===== config.mk =====
export PLATFORM = sky130hd
export DESIGN_NAME = scs_top
export DESIGN_NICKNAME = d
export VERILOG_FILES = /design/src/hw/scs_pkg.sv /design/src/hw/scs_top.sv
export SDC_FILE = /design/constraint.sdc
export NUM_CORES = 1
export LEC_CHECK = 0
export ABC_AREA = 1
export BUFFER_PORTS_ARGS = -buffer_cell sky130_fd_sc_hd__buf_2
export CORE_MARGIN = 1
export CORE_UTILIZATION = 55
export CTS_BUF_LIST = sky130_fd_sc_hd__clkbuf_4 sky130_fd_sc_hd__clkbuf_8
export DETAILED_ROUTE_END_ITERATION = 10
export GPL_TIMING_DRIVEN = 0
export PLACE_DENSITY = 0.8
export SYNTH_ARGS = -nofsm -noshare
export SYNTH_HDL_FRONTEND = slang
export SYNTH_SLANG_ARGS = --single-unit

===== constraint.sdc =====
create_clock -name clk -period 1.97 [get_ports clk]
set_clock_uncertainty 0.15 [all_clocks]
set_input_delay 0 -clock clk [delete_from_list [all_inputs] [get_ports clk]]
set_output_delay 0 -clock clk [all_outputs]
set_load 0.02 [all_outputs]

===== src/hw/scs_pkg.sv =====
// Purpose: Constants for the system clock select and setup block
// Assumes: AXI4-Lite register access, 32-bit data, one word per register
// Notes:   Registers are 8 bits wide in the low byte of each word
package scs_pkg;
  // ****************************************************************
  // Register byte offsets
  // ****************************************************************
  localparam logic [5:0] ADDR_WPROT   = 6'h00;
  localparam logic [5:0] ADDR_OSCCTL  = 6'h04;
  localparam logic [5:0] ADDR_EXTPIN  = 6'h08;
  localparam logic [5:0] ADDR_SYSCTL  = 6'h0c;
  localparam logic [5:0] ADDR_SYSDIV  = 6'h10;
  localparam logic [5:0] ADDR_STOPCTL = 6'h14;
  localparam logic [5:0] ADDR_MSTBY   = 6'h18;
  localparam logic [5:0] ADDR_STATUS  = 6'h1c;
  // ****************************************************************
  // Field positions
  // ****************************************************************
  localparam int WE_BIT      = 0;
  localparam int LOSTOP_BIT  = 1;
  localparam int HSSEL_BIT   = 6;
  localparam int BASESEL_BIT = 7;
  localparam int TMRSB_BIT   = 1;
  // ****************************************************************
  // Reset values and codes
  // ****************************************************************
  localparam logic [7:0] RST_WPROT   = 8'h00;
  localparam logic [7:0] RST_OSCCTL  = 8'h00;
  localparam logic [7:0] RST_EXTPIN  = 8'h00;
  localparam logic [7:0] RST_SYSCTL  = 8'h40;
  localparam logic [7:0] RST_SYSDIV  = 8'h00;
  localparam logic [7:0] RST_STOPCTL = 8'h00;
  localparam logic [7:0] RST_MSTBY   = 8'h02;
  localparam logic [1:0] PIN_EXT_XTAL = 2'h3;
  localparam logic [1:0] RESP_OKAY   = 2'h0;
  localparam logic [1:0] RESP_SLVERR = 2'h2;
endpackage


===== src/hw/scs_top.sv =====
// Purpose: Clock generation control registers with write protect
// Assumes: clk 10 MHz; clock sources arrive as enables sampled on clk
// Notes:   Divided clocks are produced as one-cycle enable strobes
`timescale 1ns/1ns
`default_nettype none
module scs_top
  import scs_pkg::*;
(
  // Clock, reset, enable
  input  wire logic        clk,
  input  wire logic        sys_rst,
  input  wire logic        clk_en,
  // AXI4-Lite write
  input  wire logic [5:0]  s_awaddr,
  input  wire logic        s_awvalid,
  output logic             s_awready,
  input  wire logic [31:0] s_wdata,
  input  wire logic [3:0]  s_wstrb,
  input  wire logic        s_wvalid,
  output logic             s_wready,
  output logic [1:0]       s_bresp,
  output logic             s_bvalid,
  input  wire logic        s_bready,
  // AXI4-Lite read
  input  wire logic [5:0]  s_araddr,
  input  wire logic        s_arvalid,
  output logic             s_arready,
  output logic [31:0]      s_rdata,
  output logic [1:0]       s_rresp,
  output logic             s_rvalid,
  input  wire logic        s_rready,
  // Clock source ticks from oscillators and pads
  input  wire logic        hs_osc_tick,
  input  wire logic        low_speed_osc_tick,
  input  wire logic        external_clock_input,
  // Clock control outputs
  output logic             low_speed_osc_run,
  output logic             ext_pins_clock_mode,
  output logic             crystal_drive_output,
  output logic             high_speed_clock,
  output logic             system_base_clock,
  output logic             system_clock,
  output logic             cpu_clock,
  output logic             timer_clock,
  output logic             timer_module_standby
);
  // ****************************************************************
  // Registers
  // ****************************************************************
  logic [7:0] clock_write_protect;
  logic [7:0] onchip_oscillator_control;
  logic [7:0] external_clock_pin_control;
  logic [7:0] system_clock_control;
  logic [7:0] system_clock_divider;
  logic [7:0] clock_stop_control;
  logic [7:0] module_standby_control;
  // ****************************************************************
  // AXI4-Lite write path
  // ****************************************************************
  logic       aw_held;
  logic       w_held;
  logic [5:0] aw_addr;
  logic [7:0] w_byte;
  logic       w_lane0;
  wire        aw_take = s_awvalid && s_awready;
  wire        w_take  = s_wvalid && s_wready;
  wire        wr_fire = aw_held && w_held && !s_bvalid;
  wire        clock_reg_write_enable = clock_write_protect[WE_BIT];
  wire        hit_wprot = aw_addr == ADDR_WPROT;
  wire        hit_prot  = aw_addr == ADDR_OSCCTL || aw_addr == ADDR_EXTPIN ||
                          aw_addr == ADDR_SYSCTL || aw_addr == ADDR_SYSDIV ||
                          aw_addr == ADDR_STOPCTL || aw_addr == ADDR_MSTBY;
  wire        hit_rd    = aw_addr == ADDR_STATUS;
  // A blocked write still answers OKAY, like a silently ignored store
  wire        wr_ok     = wr_fire && w_lane0;
  wire        wr_prot   = wr_ok && hit_prot && clock_reg_write_enable;
  wire        wr_pr     = wr_ok && hit_wprot;
  assign s_awready = !aw_held;
  assign s_wready  = !w_held;
  always_ff @(posedge clk) begin
    if (sys_rst) begin
      aw_held <= 1'b0;
      w_held  <= 1'b0;
      aw_addr <= 6'h00;
      w_byte  <= 8'h00;
      w_lane0 <= 1'b0;
      s_bvalid <= 1'b0;
      s_bresp <= RESP_OKAY;
    end else if (clk_en) begin
      if (aw_take) begin
        aw_held <= 1'b1;
        aw_addr <= {s_awaddr[5:2], 2'b00};
      end
      if (w_take) begin
        w_held  <= 1'b1;
        w_byte  <= s_wdata[7:0];
        w_lane0 <= s_wstrb[0];
      end
      if (wr_fire) begin
        aw_held  <= 1'b0;
        w_held   <= 1'b0;
        s_bvalid <= 1'b1;
        s_bresp  <= (hit_prot || hit_wprot || hit_rd) ? RESP_OKAY : RESP_SLVERR;
      end else if (s_bvalid && s_bready) begin
        s_bvalid <= 1'b0;
      end
    end
  end
  // ****************************************************************
  // Register storage
  // ****************************************************************
  always_ff @(posedge clk) begin
    if (sys_rst) begin
      clock_write_protect        <= RST_WPROT;
      onchip_oscillator_control  <= RST_OSCCTL;
      external_clock_pin_control <= RST_EXTPIN;
      system_clock_control       <= RST_SYSCTL;
      system_clock_divider       <= RST_SYSDIV;
      clock_stop_control         <= RST_STOPCTL;
      module_standby_control     <= RST_MSTBY;
    end else if (clk_en) begin
      if (wr_pr) begin
        clock_write_protect <= w_byte;
      end
      if (wr_prot) begin
        case (aw_addr)
          ADDR_OSCCTL:  onchip_oscillator_control  <= w_byte;
          ADDR_EXTPIN:  external_clock_pin_control <= w_byte;
          ADDR_SYSCTL:  system_clock_control       <= w_byte;
          ADDR_SYSDIV:  system_clock_divider       <= w_byte;
          ADDR_STOPCTL: clock_stop_control         <= w_byte;
          ADDR_MSTBY:   module_standby_control     <= w_byte;
          default:      clock_write_protect        <= clock_write_protect;
        endcase
      end
    end
  end
  // ****************************************************************
  // AXI4-Lite read path
  // ****************************************************************
  logic [7:0] status;
  logic [7:0] rd_mux;
  logic       rd_hit;
  always_comb begin
    rd_hit = 1'b1;
    case (s_araddr[5:2])
      ADDR_WPROT[5:2]:   rd_mux = clock_write_protect;
      ADDR_OSCCTL[5:2]:  rd_mux = onchip_oscillator_control;
      ADDR_EXTPIN[5:2]:  rd_mux = external_clock_pin_control;
      ADDR_SYSCTL[5:2]:  rd_mux = system_clock_control;
      ADDR_SYSDIV[5:2]:  rd_mux = system_clock_divider;
      ADDR_STOPCTL[5:2]: rd_mux = clock_stop_control;
      ADDR_MSTBY[5:2]:   rd_mux = module_standby_control;
      ADDR_STATUS[5:2]:  rd_mux = status;
      default: begin
        rd_mux = 8'h00;
        rd_hit = 1'b0;
      end
    endcase
  end
  assign s_arready = !s_rvalid;
  always_ff @(posedge clk) begin
    if (sys_rst) begin
      s_rvalid <= 1'b0;
      s_rdata  <= 32'h0000_0000;
      s_rresp  <= RESP_OKAY;
    end else if (clk_en) begin
      if (s_arvalid && s_arready) begin
        s_rvalid <= 1'b1;
        s_rdata  <= {24'h00_0000, rd_mux};
        s_rresp  <= rd_hit ? RESP_OKAY : RESP_SLVERR;
      end else if (s_rvalid && s_rready) begin
        s_rvalid <= 1'b0;
      end
    end
  end
  // ****************************************************************
  // Clock selection and dividers
  // ****************************************************************
  // External input is a pin: two flops before use
  logic ext_s1;
  logic ext_s2;
  logic ext_s3;
  logic [7:0] sys_cnt;
  logic [6:0] cpu_cnt;
  wire [1:0] ext_clock_pin_sel = external_clock_pin_control[1:0];
  wire       high_speed_source_sel = system_clock_control[HSSEL_BIT];
  wire       base_clock_source_sel = clock_stop_control[BASESEL_BIT];
  wire [2:0] cpu_div_sel = system_clock_control[2:0];
  wire       low_speed_osc_stop = onchip_oscillator_control[LOSTOP_BIT];
  wire       pins_on  = ext_clock_pin_sel == PIN_EXT_XTAL;
  wire       ext_tick = pins_on && ext_s2 && !ext_s3;
  wire       hs_tick  = high_speed_source_sel ? hs_osc_tick : ext_tick;
  wire       lo_tick  = low_speed_osc_tick && !low_speed_osc_stop;
  wire       base_tick = base_clock_source_sel ? hs_tick : lo_tick;
  wire       sys_tick = base_tick && (sys_cnt == system_clock_divider);
  // CPU divide by 2^k; 000 means every system tick
  wire [6:0] cpu_mask = 7'(({7'h00, 1'b1} << cpu_div_sel) - 8'h01);
  wire       cpu_tick = sys_tick && ((cpu_cnt & cpu_mask) == 7'h00);
  always_ff @(posedge clk) begin
    if (sys_rst) begin
      ext_s1  <= 1'b0;
      ext_s2  <= 1'b0;
      ext_s3  <= 1'b0;
      sys_cnt <= 8'h00;
      cpu_cnt <= 7'h00;
    end else if (clk_en) begin
      ext_s1 <= external_clock_input;
      ext_s2 <= ext_s1;
      ext_s3 <= ext_s2;
      if (base_tick) begin
        sys_cnt <= (sys_cnt >= system_clock_divider) ? 8'h00 : sys_cnt + 8'h01;
      end
      if (sys_tick) begin
        cpu_cnt <= cpu_cnt + 7'h01;
      end
    end
  end
  // ****************************************************************
  // Outputs
  // ****************************************************************
  assign timer_module_standby = module_standby_control[TMRSB_BIT];
  always_ff @(posedge clk) begin
    if (sys_rst) begin
      low_speed_osc_run    <= 1'b0;
      ext_pins_clock_mode  <= 1'b0;
      crystal_drive_output <= 1'b0;
      high_speed_clock     <= 1'b0;
      system_base_clock    <= 1'b0;
      system_clock         <= 1'b0;
      cpu_clock            <= 1'b0;
      timer_clock          <= 1'b0;
    end else if (clk_en) begin
      low_speed_osc_run    <= !low_speed_osc_stop;
      ext_pins_clock_mode  <= pins_on;
      crystal_drive_output <= pins_on && !ext_s2;
      high_speed_clock     <= hs_tick;
      system_base_clock    <= base_tick;
      system_clock         <= sys_tick;
      cpu_clock            <= cpu_tick;
      timer_clock          <= sys_tick && !timer_module_standby;
    end
  end
  // ****************************************************************
  // Status
  // ****************************************************************
  // Software polls this before switching sources
  assign status = {4'h0, pins_on, base_clock_source_sel, high_speed_source_sel,
                   !low_speed_osc_stop};
endmodule
`default_nettype wire


==> metrics.txt, run 1 <==
# TYPE chip_impl_metric gauge
chip_impl_metric{name="ir_drop_worst_vdd",unit="mV"} 0.4000
chip_impl_metric{name="yosysSeqAreaShare",unit=""} 0.4210
chip_impl_metric{name="combined_area_of_the_multi_input_logic_cells",unit="um2"} 2529
chip_impl_info{name="violations",value="negative hold slack"} 1
chip_impl_metric{name="max_transition_margin",unit=""} 0.5853
chip_impl_metric{name="post-route-period-util",unit=""} 0.9634
chip_impl_metric{name="intPower",unit="mW"} 3.061
chip_impl_info{name="chain_of_cells_forming_the_critical_path",value="inv_1, nor2_1, nand3_2, nor3_4, buf_4, nand3_2, clkinv_2, nand2_1, a21oi_1"} 1
chip_impl_info{name="synth.most_common_cell",value="sky130_fd_sc_hd__nand2_1"} 1
chip_impl_metric{name="synth_cells",unit=""} 758
chip_impl_metric{name="yosys.area_share.xor_xnor",unit=""} 0.003379
chip_impl_metric{name="fmax",unit="GHz"} 0.5269
chip_impl_metric{name="die_x",unit="um"} 99.08
chip_impl_info{name="synth.top_cells.by_count",value="sky130_fd_sc_hd__nand2_1, sky130_fd_sc_hd__dfxtp_1, sky130_fd_sc_hd__nor2_1"} 1
chip_impl_info{name="clock_root_cell",value="sky130_fd_sc_hd__clkbuf_8"} 1
chip_impl_metric{name="worst-path-max-fanout",unit=""} 10
chip_impl_metric{name="detail_route.wirelength",unit="mm"} 14.06
chip_impl_metric{name="layout-area-overhead-vs-synth",unit="%"} 19.94
chip_impl_metric{name="power.static_leakage",unit="nW"} 2.744
chip_impl_metric{name="floorplan_die_height",unit="um"} 99.08
chip_impl_metric{name="timing.setup.tns",unit="ns"} 0
chip_impl_metric{name="worst-endpoint-arrival",unit="ns"} 2.05
chip_impl_metric{name="final.setup.worst_slack",unit="ns"} 0.07204
chip_impl_metric{name="synth_mux_area_frac",unit=""} 0
chip_impl_metric{name="core_region_area",unit="um2"} 9196
chip_impl_info{name="grt_setup_unrepaired",value="yes"} 1
chip_impl_metric{name="path_buf_inv",unit=""} 3
chip_impl_metric{name="synthesis.area",unit="um2"} 5184
chip_impl_metric{name="clkSlewWorstSetupHoldPaths",unit="ns"} 0.11
chip_impl_metric{name="finish.utilization",unit=""} 0.6761
chip_impl_metric{name="power_density_over_the_cells",unit="nW/um2"} 672.6
chip_impl_metric{name="globalRoute.totalOverflow",unit=""} 0
chip_impl_metric{name="post_synth_num_cell_types",unit=""} 30
chip_impl_metric{name="final_ant_viol_nets",unit=""} 0
chip_impl_metric{name="dp_worst_setup_slack",unit="ns"} 0.05239
chip_impl_metric{name="final-setup-viol-count",unit=""} 0
chip_impl_info{name="critPathTopFamily",value="simple AND/OR/NAND/NOR gates"} 1
chip_impl_metric{name="power_switching",unit="mW"} 1.121
chip_impl_metric{name="global_route_wire_length_before_repair",unit="mm"} 22.43
chip_impl_info{name="synth_top_family_by_area",value="simple AND/OR/NAND/NOR gates"} 1
chip_impl_metric{name="layout-drive-gt1-share",unit=""} 0.1438
chip_impl_metric{name="cts_htree_levels",unit=""} 3
chip_impl_metric{name="power.share.combinational",unit=""} 0.109
chip_impl_metric{name="synthSimpleGateAreaFrac",unit=""} 0.2865
chip_impl_metric{name="number_of_enable_flip_flop_cells_after_synthesis",unit=""} 0
chip_impl_metric{name="nFillCells",unit=""} 812
chip_impl_metric{name="detailed_place_hpwl",unit="mm"} 10.11
chip_impl_metric{name="post_synthesis_async_set_or_reset_flop_share",unit=""} 0
chip_impl_metric{name="timing.critical_path.required",unit="ns"} 2.12
chip_impl_metric{name="synth-adder-area-share",unit=""} 0.02414
chip_impl_metric{name="antenna_found_initial",unit=""} 0
chip_impl_info{name="crit_path_start_kind",value="register"} 1
chip_impl_info{name="ys_dominant_reg_cell",value="sky130_fd_sc_hd__dfxtp_1"} 1
chip_impl_metric{name="synth_compound_gate_area_share",unit=""} 0.1431
chip_impl_metric{name="final_cells",unit=""} 987
chip_impl_metric{name="grt_max_degree",unit=""} 19
chip_impl_metric{name="sw_frac_of_total",unit=""} 0.2681
chip_impl_metric{name="globalplace.congestion",unit=""} 0.9344
chip_impl_metric{name="cpPeakStageDelay",unit="ns"} 0.34
chip_impl_metric{name="start_util",unit=""} 0.5637
chip_impl_metric{name="insertion_delay",unit="ns"} 0.37
chip_impl_metric{name="drt-wirelength-per-cell",unit="um"} 14.25
chip_impl_metric{name="whs",unit="ns"} -0.003194
chip_impl_info{name="top_cells_by_area_in_the_synthesized_netlist",value="sky130_fd_sc_hd__dfxtp_1, sky130_fd_sc_hd__nand2_1, sky130_fd_sc_hd__nor2_1, sky130_fd_sc_hd__a21oi_1, sky130_fd_sc_hd__inv_1"} 1
chip_impl_metric{name="io_buffers",unit=""} 49
chip_impl_metric{name="detail_route.drc_violations",unit=""} 0
chip_impl_metric{name="fp.dieArea",unit="um2"} 9817
chip_impl_metric{name="drt-vias-per-instance",unit=""} 5.238
chip_impl_metric{name="p_clk_frac",unit=""} 0.341
chip_impl_metric{name="sequential_cell_area",unit="um2"} 2182
chip_impl_metric{name="cap_viol_max_count",unit=""} 0
chip_impl_metric{name="vias_in_the_first_global_route",unit=""} 4649
chip_impl_metric{name="seqPwrFrac",unit=""} 0.549
chip_impl_metric{name="numCtsBuffers",unit=""} 9
chip_impl_metric{name="clkSinkCount",unit=""} 109
chip_impl_metric{name="finalMaxSlewViolations",unit=""} 0
chip_impl_metric{name="syn_area_per_cell",unit="um2"} 6.839
chip_impl_metric{name="total_number_of_nets_in_the_final_design",unit=""} 940
chip_impl_metric{name="drt_first_pass_iters",unit=""} 5
chip_impl_info{name="tritoncts",value="built"} 1
chip_impl_metric{name="post-synth-top-area-fraction",unit=""} 0.4210
chip_impl_metric{name="route.vias.total",unit=""} 5170
chip_impl_metric{name="diodes",unit=""} 0
chip_impl_metric{name="report.final.hold_viol_count",unit=""} 1
chip_impl_info{name="worst_setup_path_end_kind",value="register"} 1
chip_impl_metric{name="period_needed",unit="ns"} 1.898
chip_impl_metric{name="ioPinCount",unit=""} 109
chip_impl_info{name="run_status",value="finished with violations"} 1
chip_impl_metric{name="cell_row_count",unit=""} 35
chip_impl_metric{name="worst_slew_pin_slew",unit="ns"} 0.6220
chip_impl_metric{name="initialDrtViolationCount",unit=""} 358
chip_impl_info{name="hold_path.class",value="primary input to register"} 1
chip_impl_metric{name="clock_path_buffers",unit=""} 2
chip_impl_info{name="synth_top_area_cell",value="sky130_fd_sc_hd__dfxtp_1"} 1
chip_impl_metric{name="synthesis_stage_register_bit_count",unit=""} 109
chip_impl_metric{name="synth_warn",unit=""} 0
chip_impl_info{name="timing.critical_path.mode_cell",value="sky130_fd_sc_hd__nand3_2"} 1
chip_impl_metric{name="placed_cells",unit=""} 943
chip_impl_metric{name="grt.total_usage",unit=""} 0.2919
chip_impl_info{name="critical-path-slowest-cell",value="sky130_fd_sc_hd__dfxtp_1"} 1
chip_impl_info{name="setup.worst_path.class",value="register to register"} 1
-- path summary, 6_finish.rpt --
kind / from / end / slack, ns / cells past startpoint
setup / recovery: w_held / module_standby_control[0] / 0.07 / 9
setup reg to reg: w_held / module_standby_control[0] / 0.07 / 9
hold / removal: s_arvalid / s_rvalid / -0.003 / 3
hold reg to reg: s_rdata[0] / s_rdata[0] / 0.32 / 2
-- metal layers --
layer  wire length, um  track usage
met1              5958       0.3702
met2              6644       0.4981
met3              1064      0.04468
met4               396       0.1176
met5                 0            0
-- what timing repair did --
action	in CTS	in global routing
resized for setup	0	23
hold buffers	26	0
hold endpoints to repair	23	0
setup endpoints to repair	0	59
setup buffers	0	2
-- power groups by stage --
stage	Combinational, mW	Clock, mW	Sequential, mW
floorplan	0.272	0	2.34
global placement	0.380	0	2.34
detailed placement	0.389	0	2.35
CTS	0.428	1.44	2.30
global route	0.498	1.54	2.30
finish	0.457	1.43	2.30
-- kinds of logic after synthesis --
logic type               Yosys count
buffers and inverters            137
other                              1
AO/OA/AOI/OAI                    144
adder cells (fa/ha/maj)           10
AND/OR/NAND/NOR                  355
XOR/XNOR                           2
flip-flops                       109
-- state kept, by name, indices dropped and copies added (netlist names), 4 cells and up --
register                    flops
sys_cnt                         8
aw_addr                         4
system_clock_divider            8
s_rdata                         8
clock_stop_control              8
system_clock_control            8
module_standby_control          8
clock_write_protect             8
onchip_oscillator_control       8
w_byte                          8
external_clock_pin_control      8
cpu_cnt                         7
-- cells in the final DEF, fill, tap and decap left out, drive strengths merged, types with 2 or more instances in the layout --
| master | n |
|---|---|
| a21oi | 79 |
| nand2 | 183 |
| nand4 | 13 |
| dfxtp | 109 |
| o211ai | 2 |
| buf | 83 |
| clkinv | 7 |
| nand3 | 39 |
| clkbuf | 25 |
| inv | 88 |
| xor2 | 2 |
| ha | 10 |
| nor2 | 110 |
| nor3b | 3 |
| nor3 | 7 |
| o21ai | 60 |
| conb | 26 |
| dlygate4sd3 | 26 |
-- worst min-delay path, delay by kind of cell --
kind | cells | cell delay (ns)
simple gates | 1 | 0.28
compound gates | 1 | 0.11
buf+inv | 1 | 0.09
-- stage by stage --
stage / total power [mW] / hold WS (ns) / instance area [um2]
global route: 4.335 / 0.05055 / 6217
detailed placement: 2.736 / 0.08033 / 5662
finish: 4.182 / -0.003194 / 6217
CTS: 4.168 / 0.008275 / 6135
global placement: 2.724 / 0.07165 / 5662
floorplan: 2.609 / -0.01509 / 5278
-- layout make-up --
type                    count  share of cell area
repair buffers             77             0.08372
flip-flops and latches    109              0.3510
clock inverters             5             0.01087
well taps                 111             0.02234
inverters                  91             0.05554
plain buffers              46             0.04649
multi-input cells         537              0.4067
clock buffers              11             0.02334
(Power assumes the default switching activity.)
==> run 2: changes to the inputs <==
MAX_ROUTING_LAYER = met4   (was not set)
==> run 2 against run 1 <==
Effect of this change: sequential share of layout area grew 0.36 points; combinational power shrank 2%; cell area shrank 1.0%; maximum frequency shrank 3.8%; critical path type unchanged; worst hold slack gained 0.013 ns; the run ends with negative setup slack left.
==> metrics.txt, run 2 (synthesis gave the netlist of run 1 again) <==
# TYPE chip_impl_metric gauge
chip_impl_metric{name="detailed_place_hpwl",unit="mm"} 10.20
chip_impl_metric{name="global_route_wire_length_before_repair",unit="mm"} 22.38
chip_impl_metric{name="drt-wirelength-per-cell",unit="um"} 14.29
chip_impl_info{name="worst_setup_path_end_kind",value="register"} 1
chip_impl_metric{name="detail_route.drc_violations",unit=""} 0
chip_impl_metric{name="finalMaxSlewViolations",unit=""} 0
chip_impl_metric{name="drt_first_pass_iters",unit=""} 6
chip_impl_metric{name="sequential_cell_area",unit="um2"} 2182
chip_impl_info{name="run_status",value="finished with violations"} 1
chip_impl_info{name="clock_root_cell",value="sky130_fd_sc_hd__clkbuf_8"} 1
chip_impl_metric{name="grt_max_degree",unit=""} 19
chip_impl_metric{name="total_number_of_nets_in_the_final_design",unit=""} 939
chip_impl_metric{name="core_region_area",unit="um2"} 9196
chip_impl_metric{name="max_transition_margin",unit=""} 0.5856
chip_impl_metric{name="grt.total_usage",unit=""} 0.3034
chip_impl_metric{name="final_ant_viol_nets",unit=""} 0
chip_impl_metric{name="globalRoute.totalOverflow",unit=""} 0
chip_impl_metric{name="final.setup.worst_slack",unit="ns"} -0.002085
chip_impl_metric{name="power.static_leakage",unit="nW"} 2.716
chip_impl_info{name="tritoncts",value="built"} 1
chip_impl_info{name="layout.cells.most_common",value="sky130_fd_sc_hd__nand2_1"} 1
chip_impl_metric{name="numCtsBuffers",unit=""} 9
chip_impl_metric{name="die_x",unit="um"} 99.08
chip_impl_metric{name="initialDrtViolationCount",unit=""} 489
chip_impl_metric{name="worst-path-max-fanout",unit=""} 10
chip_impl_info{name="grt_setup_unrepaired",value="yes"} 1
chip_impl_metric{name="start_util",unit=""} 0.5637
chip_impl_metric{name="path_buf_inv",unit=""} 2
chip_impl_metric{name="worst-endpoint-arrival",unit="ns"} 2.09
chip_impl_metric{name="report.final.hold_viol_count",unit=""} 0
chip_impl_metric{name="diodes",unit=""} 0
chip_impl_metric{name="globalplace.congestion",unit=""} 0.9608
chip_impl_metric{name="detail_route.wirelength",unit="mm"} 14.07
chip_impl_metric{name="power",unit="mW"} 4.031
chip_impl_metric{name="timing.setup.tns",unit="ns"} -0.002085
chip_impl_info{name="layout.cells.most_common_list",value="sky130_fd_sc_hd__nand2_1, sky130_fd_sc_hd__dfxtp_1, sky130_fd_sc_hd__nor2_1"} 1
chip_impl_metric{name="io_buffers",unit=""} 49
chip_impl_metric{name="ir_drop_worst_vdd",unit="mV"} 0.4426
chip_impl_metric{name="power_density_over_the_cells",unit="nW/um2"} 655.1
chip_impl_metric{name="period_needed",unit="ns"} 1.972
chip_impl_metric{name="nFillCells",unit=""} 835
chip_impl_info{name="crit_path_start_kind",value="register"} 1
chip_impl_metric{name="ioPinCount",unit=""} 109
chip_impl_metric{name="cts_htree_levels",unit=""} 3
chip_impl_metric{name="antenna_found_initial",unit=""} 0
chip_impl_info{name="chain_of_cells_forming_the_critical_path",value="inv_1, nor2_1, nand3_2, nor3_4, nand3_2, buf_6, o21ai_0, nor2_1"} 1
chip_impl_metric{name="fp.dieArea",unit="um2"} 9817
chip_impl_metric{name="combined_area_of_the_multi_input_logic_cells",unit="um2"} 2509
chip_impl_info{name="violations",value="negative setup slack"} 1
chip_impl_metric{name="clkSinkCount",unit=""} 109
chip_impl_metric{name="route.vias.total",unit=""} 5151
chip_impl_metric{name="clkSlewWorstSetupHoldPaths",unit="ns"} 0.11
chip_impl_metric{name="layout-area-overhead-vs-synth",unit="%"} 18.71
chip_impl_metric{name="cell_row_count",unit=""} 35
chip_impl_metric{name="drt-vias-per-instance",unit=""} 5.229
chip_impl_metric{name="worst_slew_pin_slew",unit="ns"} 0.6216
chip_impl_metric{name="clock_path_buffers",unit=""} 2
chip_impl_metric{name="fmax",unit="GHz"} 0.5071
chip_impl_info{name="setup.worst_path.class",value="register to register"} 1
chip_impl_metric{name="final-setup-viol-count",unit=""} 1
chip_impl_metric{name="post-route-period-util",unit=""} 1.001
chip_impl_info{name="critical-path-slowest-cell",value="sky130_fd_sc_hd__dfxtp_1"} 1
chip_impl_metric{name="floorplan_die_height",unit="um"} 99.08
chip_impl_metric{name="cap_viol_max_count",unit=""} 0
chip_impl_info{name="critPathTopFamily",value="simple AND/OR/NAND/NOR gates"} 1
chip_impl_metric{name="whs",unit="ns"} 0.009706
chip_impl_metric{name="timing.critical_path.required",unit="ns"} 2.09
chip_impl_metric{name="vias_in_the_first_global_route",unit=""} 4593
chip_impl_metric{name="insertion_delay",unit="ns"} 0.37
chip_impl_metric{name="layout-drive-gt1-share",unit=""} 0.1396
chip_impl_info{name="hold_path.class",value="primary input to register"} 1
chip_impl_metric{name="cpPeakStageDelay",unit="ns"} 0.34
run 2: layout make-up:
type,count,share of cell area
multi-input cells,537,0.4077
plain buffers,46,0.04636
clock inverters,5,0.007523
inverters,91,0.05612
flip-flops and latches,109,0.3546
clock buffers,10,0.02135
repair buffers,76,0.08377
well taps,111,0.02257
run 2: report_power, final:
| group | leakage (nW) | internal, mW | switching, mW |
|---|---|---|---|
| logic | 1.74 | 0.160 | 0.288 |
| registers | 0.883 | 2.24 | 0.0540 |
| clock network | 0.0922 | 0.489 | 0.796 |
run 2: worst register-to-register path: cells and delay by family (launching register included):
| kind | cells | cell delay (ns) |
|---|---|---|
| compound gates | 1 | 0.17 |
| flops | 1 | 0.34 |
| simple gates | 5 | 0.91 |
| buf+inv | 2 | 0.29 |
run 2: stage by stage:
stage / cell area [um2] / std cells / utilization / setup WS [ns]
6_report: 6153 / 985 / 0.6691 / -0.002085
3_3_place_gp: 5662 / 943 / 0.6156 / 0.08189
3_5_place_dp: 5662 / 943 / 0.6156 / 0.03018
5_1_grt: 6153 / 985 / 0.6691 / -0.1029
2_1_floorplan: 5278 / 783 / - / 0.2396
4_1_cts: 6110 / 985 / 0.6644 / 0.005495
run 2: routing by layer:
layer  global-route usage  up-vias  wire length, um
li1                     -     2598                -
met2               0.5153      217             6599
met1               0.3780     2305             6115
met4              0.09955        0              353
met5                    -        -                0
met3              0.03333       31             1003
run 2: what timing repair did:
| item | CTS | global route |
|---|---|---|
| endpoints found under the setup margin | 0 | 64 |
| resized for setup | 0 | 15 |
| hold buffers | 27 | 0 |
| endpoints found under the hold margin | 23 | 0 |
| buffers inserted | 0 | 0 |
run 2: final timing paths:
| kind | slack [ns] | end | cells past startpoint | start |
|---|---|---|---|---|
| setup / recovery | -0.002 | system_clock_divider[0] | 8 | w_held |
| hold / removal | 0.01 | s_rvalid | 3 | s_arvalid |
| setup reg to reg | -0.002 | system_clock_divider[0] | 8 | w_held |
| hold reg to reg | 0.32 | system_base_clock | 2 | system_base_clock |
==> run 3: changes to the inputs <==
ABC_AREA = not set   (was 1)
==> run 3 against run 2 <==
Effect of this change: the flow still finishes with violations (negative setup slack); final cell count down 15%; area after synthesis fell by 0.99%; total power is 3.7% higher; sequential power fell by 2%; critical path type unchanged; largest power group unchanged.
==> metrics.txt, run 3 <==
# TYPE chip_impl_metric gauge
chip_impl_metric{name="path_buf_inv",unit=""} 0
chip_impl_metric{name="cpPeakStageDelay",unit="ns"} 0.62
chip_impl_metric{name="post-synth-top-area-fraction",unit=""} 0.4252
chip_impl_info{name="setup.worst_path.class",value="register to register"} 1
chip_impl_metric{name="power.share.combinational",unit=""} 0.112
chip_impl_metric{name="die_x",unit="um"} 98.60
chip_impl_metric{name="ir_drop_worst_vdd",unit="mV"} 0.3765
chip_impl_metric{name="globalRoute.totalOverflow",unit=""} 0
chip_impl_metric{name="number_of_enable_flip_flop_cells_after_synthesis",unit=""} 0
chip_impl_info{name="synth_top_area_cell",value="sky130_fd_sc_hd__dfxtp_1"} 1
chip_impl_info{name="critical_path.reg2reg.endpoint",value="system_clock_divider[4]"} 1
chip_impl_metric{name="dpl_cell_area",unit="um2"} 5644
chip_impl_info{name="tritoncts",value="built"} 1
chip_impl_metric{name="synth_cells",unit=""} 581
chip_impl_metric{name="fin_area",unit="um2"} 6797
chip_impl_metric{name="global_route_wire_length_before_repair",unit="mm"} 23.24
chip_impl_info{name="grt_setup_unrepaired",value="yes"} 1
chip_impl_metric{name="route.vias.total",unit=""} 5172
chip_impl_metric{name="clock_path_buffers",unit=""} 2
chip_impl_info{name="critPathLaunch",value="s_bvalid"} 1
chip_impl_metric{name="layout-area-overhead-vs-synth",unit="%"} 32.42
chip_impl_info{name="critPathTopFamily",value="simple AND/OR/NAND/NOR gates"} 1
chip_impl_metric{name="worst_slew_pin_slew",unit="ns"} 0.8178
chip_impl_metric{name="core_region_area",unit="um2"} 8891
chip_impl_metric{name="worst_reg2reg_path_length_in_cells",unit=""} 5
chip_impl_info{name="ys_dominant_reg_cell",value="sky130_fd_sc_hd__dfxtp_1"} 1
chip_impl_metric{name="ioPinCount",unit=""} 109
chip_impl_info{name="critical-path-slowest-cell",value="sky130_fd_sc_hd__or4b_4"} 1
chip_impl_metric{name="antenna_found_initial",unit=""} 0
chip_impl_info{name="synth.most_common_cell",value="sky130_fd_sc_hd__dfxtp_1"} 1
chip_impl_info{name="layout.cells.most_common_list",value="sky130_fd_sc_hd__dfxtp_1, sky130_fd_sc_hd__nand2_1, sky130_fd_sc_hd__nor2_1"} 1
chip_impl_metric{name="timing.critical_path.required",unit="ns"} 2.05
chip_impl_metric{name="io_buffers",unit=""} 48
chip_impl_info{name="layout.cells.most_common",value="sky130_fd_sc_hd__dfxtp_1"} 1
chip_impl_info{name="clock_root_cell",value="sky130_fd_sc_hd__clkbuf_8"} 1
chip_impl_metric{name="floorplan_die_height",unit="um"} 98.60
chip_impl_metric{name="globalplace.congestion",unit=""} 0.9097
chip_impl_metric{name="grt_max_degree",unit=""} 18
chip_impl_metric{name="clkSinkCount",unit=""} 109
chip_impl_metric{name="synthesis.area",unit="um2"} 5132
chip_impl_metric{name="grt.total_usage",unit=""} 0.3192
chip_impl_metric{name="synthesis_stage_register_bit_count",unit=""} 109
chip_impl_metric{name="detail_route.drc_violations",unit=""} 0
chip_impl_metric{name="report.final.hold_viol_count",unit=""} 0
chip_impl_metric{name="worst-endpoint-arrival",unit="ns"} 2.23
chip_impl_metric{name="yosysSeqAreaShare",unit=""} 0.4252
chip_impl_metric{name="insertion_delay",unit="ns"} 0.38
chip_impl_metric{name="cts_htree_levels",unit=""} 3
chip_impl_info{name="worst_setup_path_end_kind",value="register"} 1
chip_impl_metric{name="drt-vias-per-instance",unit=""} 6.194
chip_impl_metric{name="post_synthesis_async_set_or_reset_flop_share",unit=""} 0
chip_impl_metric{name="placed_cells",unit=""} 762
chip_impl_metric{name="whs",unit="ns"} 0.09477
chip_impl_metric{name="final.setup.worst_slack",unit="ns"} -0.1817
chip_impl_info{name="crit_path_start_kind",value="register"} 1
chip_impl_metric{name="power.static_leakage",unit="nW"} 2.583
chip_impl_metric{name="critical_path_depth",unit=""} 5
chip_impl_metric{name="synth_warn",unit=""} 0
chip_impl_info{name="hold_path.class",value="primary input to register"} 1
chip_impl_metric{name="diodes",unit=""} 0
chip_impl_metric{name="detail_route.wirelength",unit="mm"} 16.51
chip_impl_info{name="chain_of_cells_forming_the_critical_path",value="nand4b_1, or4b_4, or3_4, nand2_2, a21oi_2"} 1
chip_impl_info{name="worst_setup_path_endpoint",value="system_clock_divider[4]"} 1
chip_impl_metric{name="seqPwrFrac",unit=""} 0.540
chip_impl_metric{name="post-route-period-util",unit=""} 1.092
chip_impl_metric{name="final_cells",unit=""} 835
chip_impl_metric{name="drt_first_pass_iters",unit=""} 5
chip_impl_metric{name="final_ant_viol_nets",unit=""} 0
chip_impl_metric{name="fp.dieArea",unit="um2"} 9722
chip_impl_info{name="synth.top_cells.by_count",value="sky130_fd_sc_hd__dfxtp_1, sky130_fd_sc_hd__nand2_1, sky130_fd_sc_hd__nor2_1"} 1
chip_impl_metric{name="period_needed",unit="ns"} 2.152
chip_impl_metric{name="intPower",unit="mW"} 3.075
chip_impl_metric{name="post_synth_num_cell_types",unit=""} 55
chip_impl_metric{name="syn_area_per_cell",unit="um2"} 8.834
chip_impl_metric{name="final-setup-viol-count",unit=""} 53
chip_impl_metric{name="max_transition_margin",unit=""} 0.4407
chip_impl_metric{name="layout-drive-gt1-share",unit=""} 0.3191
chip_impl_metric{name="timing.hold.worst_path_depth",unit=""} 5
chip_impl_metric{name="p_clk_frac",unit=""} 0.348
chip_impl_info{name="top_cells_by_area_in_the_synthesized_netlist",value="sky130_fd_sc_hd__dfxtp_1, sky130_fd_sc_hd__mux2i_1, sky130_fd_sc_hd__nand2_1, sky130_fd_sc_hd__nor2_1, sky130_fd_sc_hd__a21oi_1"} 1
chip_impl_metric{name="finalMaxSlewViolations",unit=""} 0
chip_impl_metric{name="start_util",unit=""} 0.5773
chip_impl_metric{name="clkSlewWorstSetupHoldPaths",unit="ns"} 0.10
chip_impl_metric{name="rrSetupSlack",unit="ns"} -0.18
chip_impl_info{name="run_status",value="finished with violations"} 1
chip_impl_metric{name="vias_in_the_first_global_route",unit=""} 4726
chip_impl_metric{name="numCtsBuffers",unit=""} 9
chip_impl_metric{name="detailed_place_hpwl",unit="mm"} 9.504
chip_impl_metric{name="drt-wirelength-per-cell",unit="um"} 19.77
chip_impl_metric{name="cap_viol_max_count",unit=""} 0
chip_impl_metric{name="sw_frac_of_total",unit=""} 0.2645
chip_impl_metric{name="power_switching",unit="mW"} 1.106
chip_impl_info{name="reg2reg_from",value="s_bvalid"} 1
chip_impl_metric{name="fmax",unit="GHz"} 0.4648
chip_impl_metric{name="total_number_of_nets_in_the_final_design",unit=""} 791
chip_impl_metric{name="power_density_over_the_cells",unit="nW/um2"} 615.1
chip_impl_metric{name="initialDrtViolationCount",unit=""} 598
chip_impl_metric{name="worst-path-max-fanout",unit=""} 8
chip_impl_metric{name="cell_row_count",unit=""} 34
chip_impl_info{name="violations",value="negative setup slack"} 1
-- run 3: worst reg2reg max path, delay by kind of cell (launching register included) --
family          cells  cell delay [ns]
simple gates        4             1.47
compound gates      1             0.05
flops               1             0.34
-- run 3: cell families after synthesis --
kind of cell             after synthesis  share of synthesized area
other                                  1                  0.0007306
AO/OA/AOI/OAI                         93                     0.1163
multiplexers                          65                     0.1455
flip-flops                           109                     0.4252
XOR/XNOR                               6                    0.01024
AND/OR/NAND/NOR                      218                     0.1989
adder cells (fa/ha/maj)               10                    0.02438
buffers and inverters                 79                    0.07874
-- run 3: metrics by stage --
stage | worst slack (ns) | power [mW] | util | setup TNS (ns)
5_1_grt | -0.2194 | 4.307 | 0.7644 | -7.098
2_1_floorplan | -0.1187 | 2.575 | - | -1.519
3_3_place_gp | -0.3464 | 2.678 | 0.6348 | -10.89
4_1_cts | -0.06543 | 4.124 | 0.7346 | -1.151
3_5_place_dp | -0.3593 | 2.687 | 0.6348 | -12.86
6_report | -0.1817 | 4.181 | 0.7644 | -4.830
-- run 3: worst min-delay path by stage --
| stage | start | to | slack [ns] |
|---|---|---|---|
| after floorplan | s_wstrb[0] | w_lane0 | -0.01 |
| after global placement | s_awaddr[5] | aw_addr[5] | 0.09 |
| after detailed placement | s_awaddr[2] | aw_addr[2] | 0.09 |
| after CTS | s_arvalid | s_rdata[7] | 0.08 |
| after global routing | s_arvalid | s_rdata[7] | 0.11 |
| final | s_arvalid | s_rdata[7] | 0.09 |
-- run 3: layer usage --
metal | global-route usage | share of wire | vias up
li1 | - | - | 2246
met3 | 0.05177 | 0.095 | 127
met5 | - | 0 | -
met1 | 0.3732 | 0.37 | 2383
met2 | 0.5347 | 0.47 | 416
met4 | 0.1584 | 0.063 | 0
-- run 3: power groups by stage --
stage | logic (mW) | clock network [mW] | registers [mW]
after floorplan | 0.261 | 0 | 2.31
after global placement | 0.376 | 0 | 2.30
after detailed placement | 0.382 | 0 | 2.30
after CTS | 0.429 | 1.44 | 2.25
after global routing | 0.494 | 1.55 | 2.26
final | 0.469 | 1.45 | 2.26
-- run 3: repair_timing --
item	CTS	global route
pin swaps	31	35
hold buffers	32	0
setup buffers	19	11
endpoints found under the hold margin	30	0
endpoints found under the setup margin	73	71
cloned	1	0
gates resized for setup	48	52
-- run 3: layout make-up --
cell class | count | area [um2]
tap | 108 | 135.1
clock buffer | 11 | 151.4
multi-input combinational | 418 | 2995
buffer | 59 | 339.1
sequential | 109 | 2216
timing repair buffer | 111 | 849.6
fill | 564 | 2095
clock inverter | 5 | 57.56
inverter | 14 | 52.55
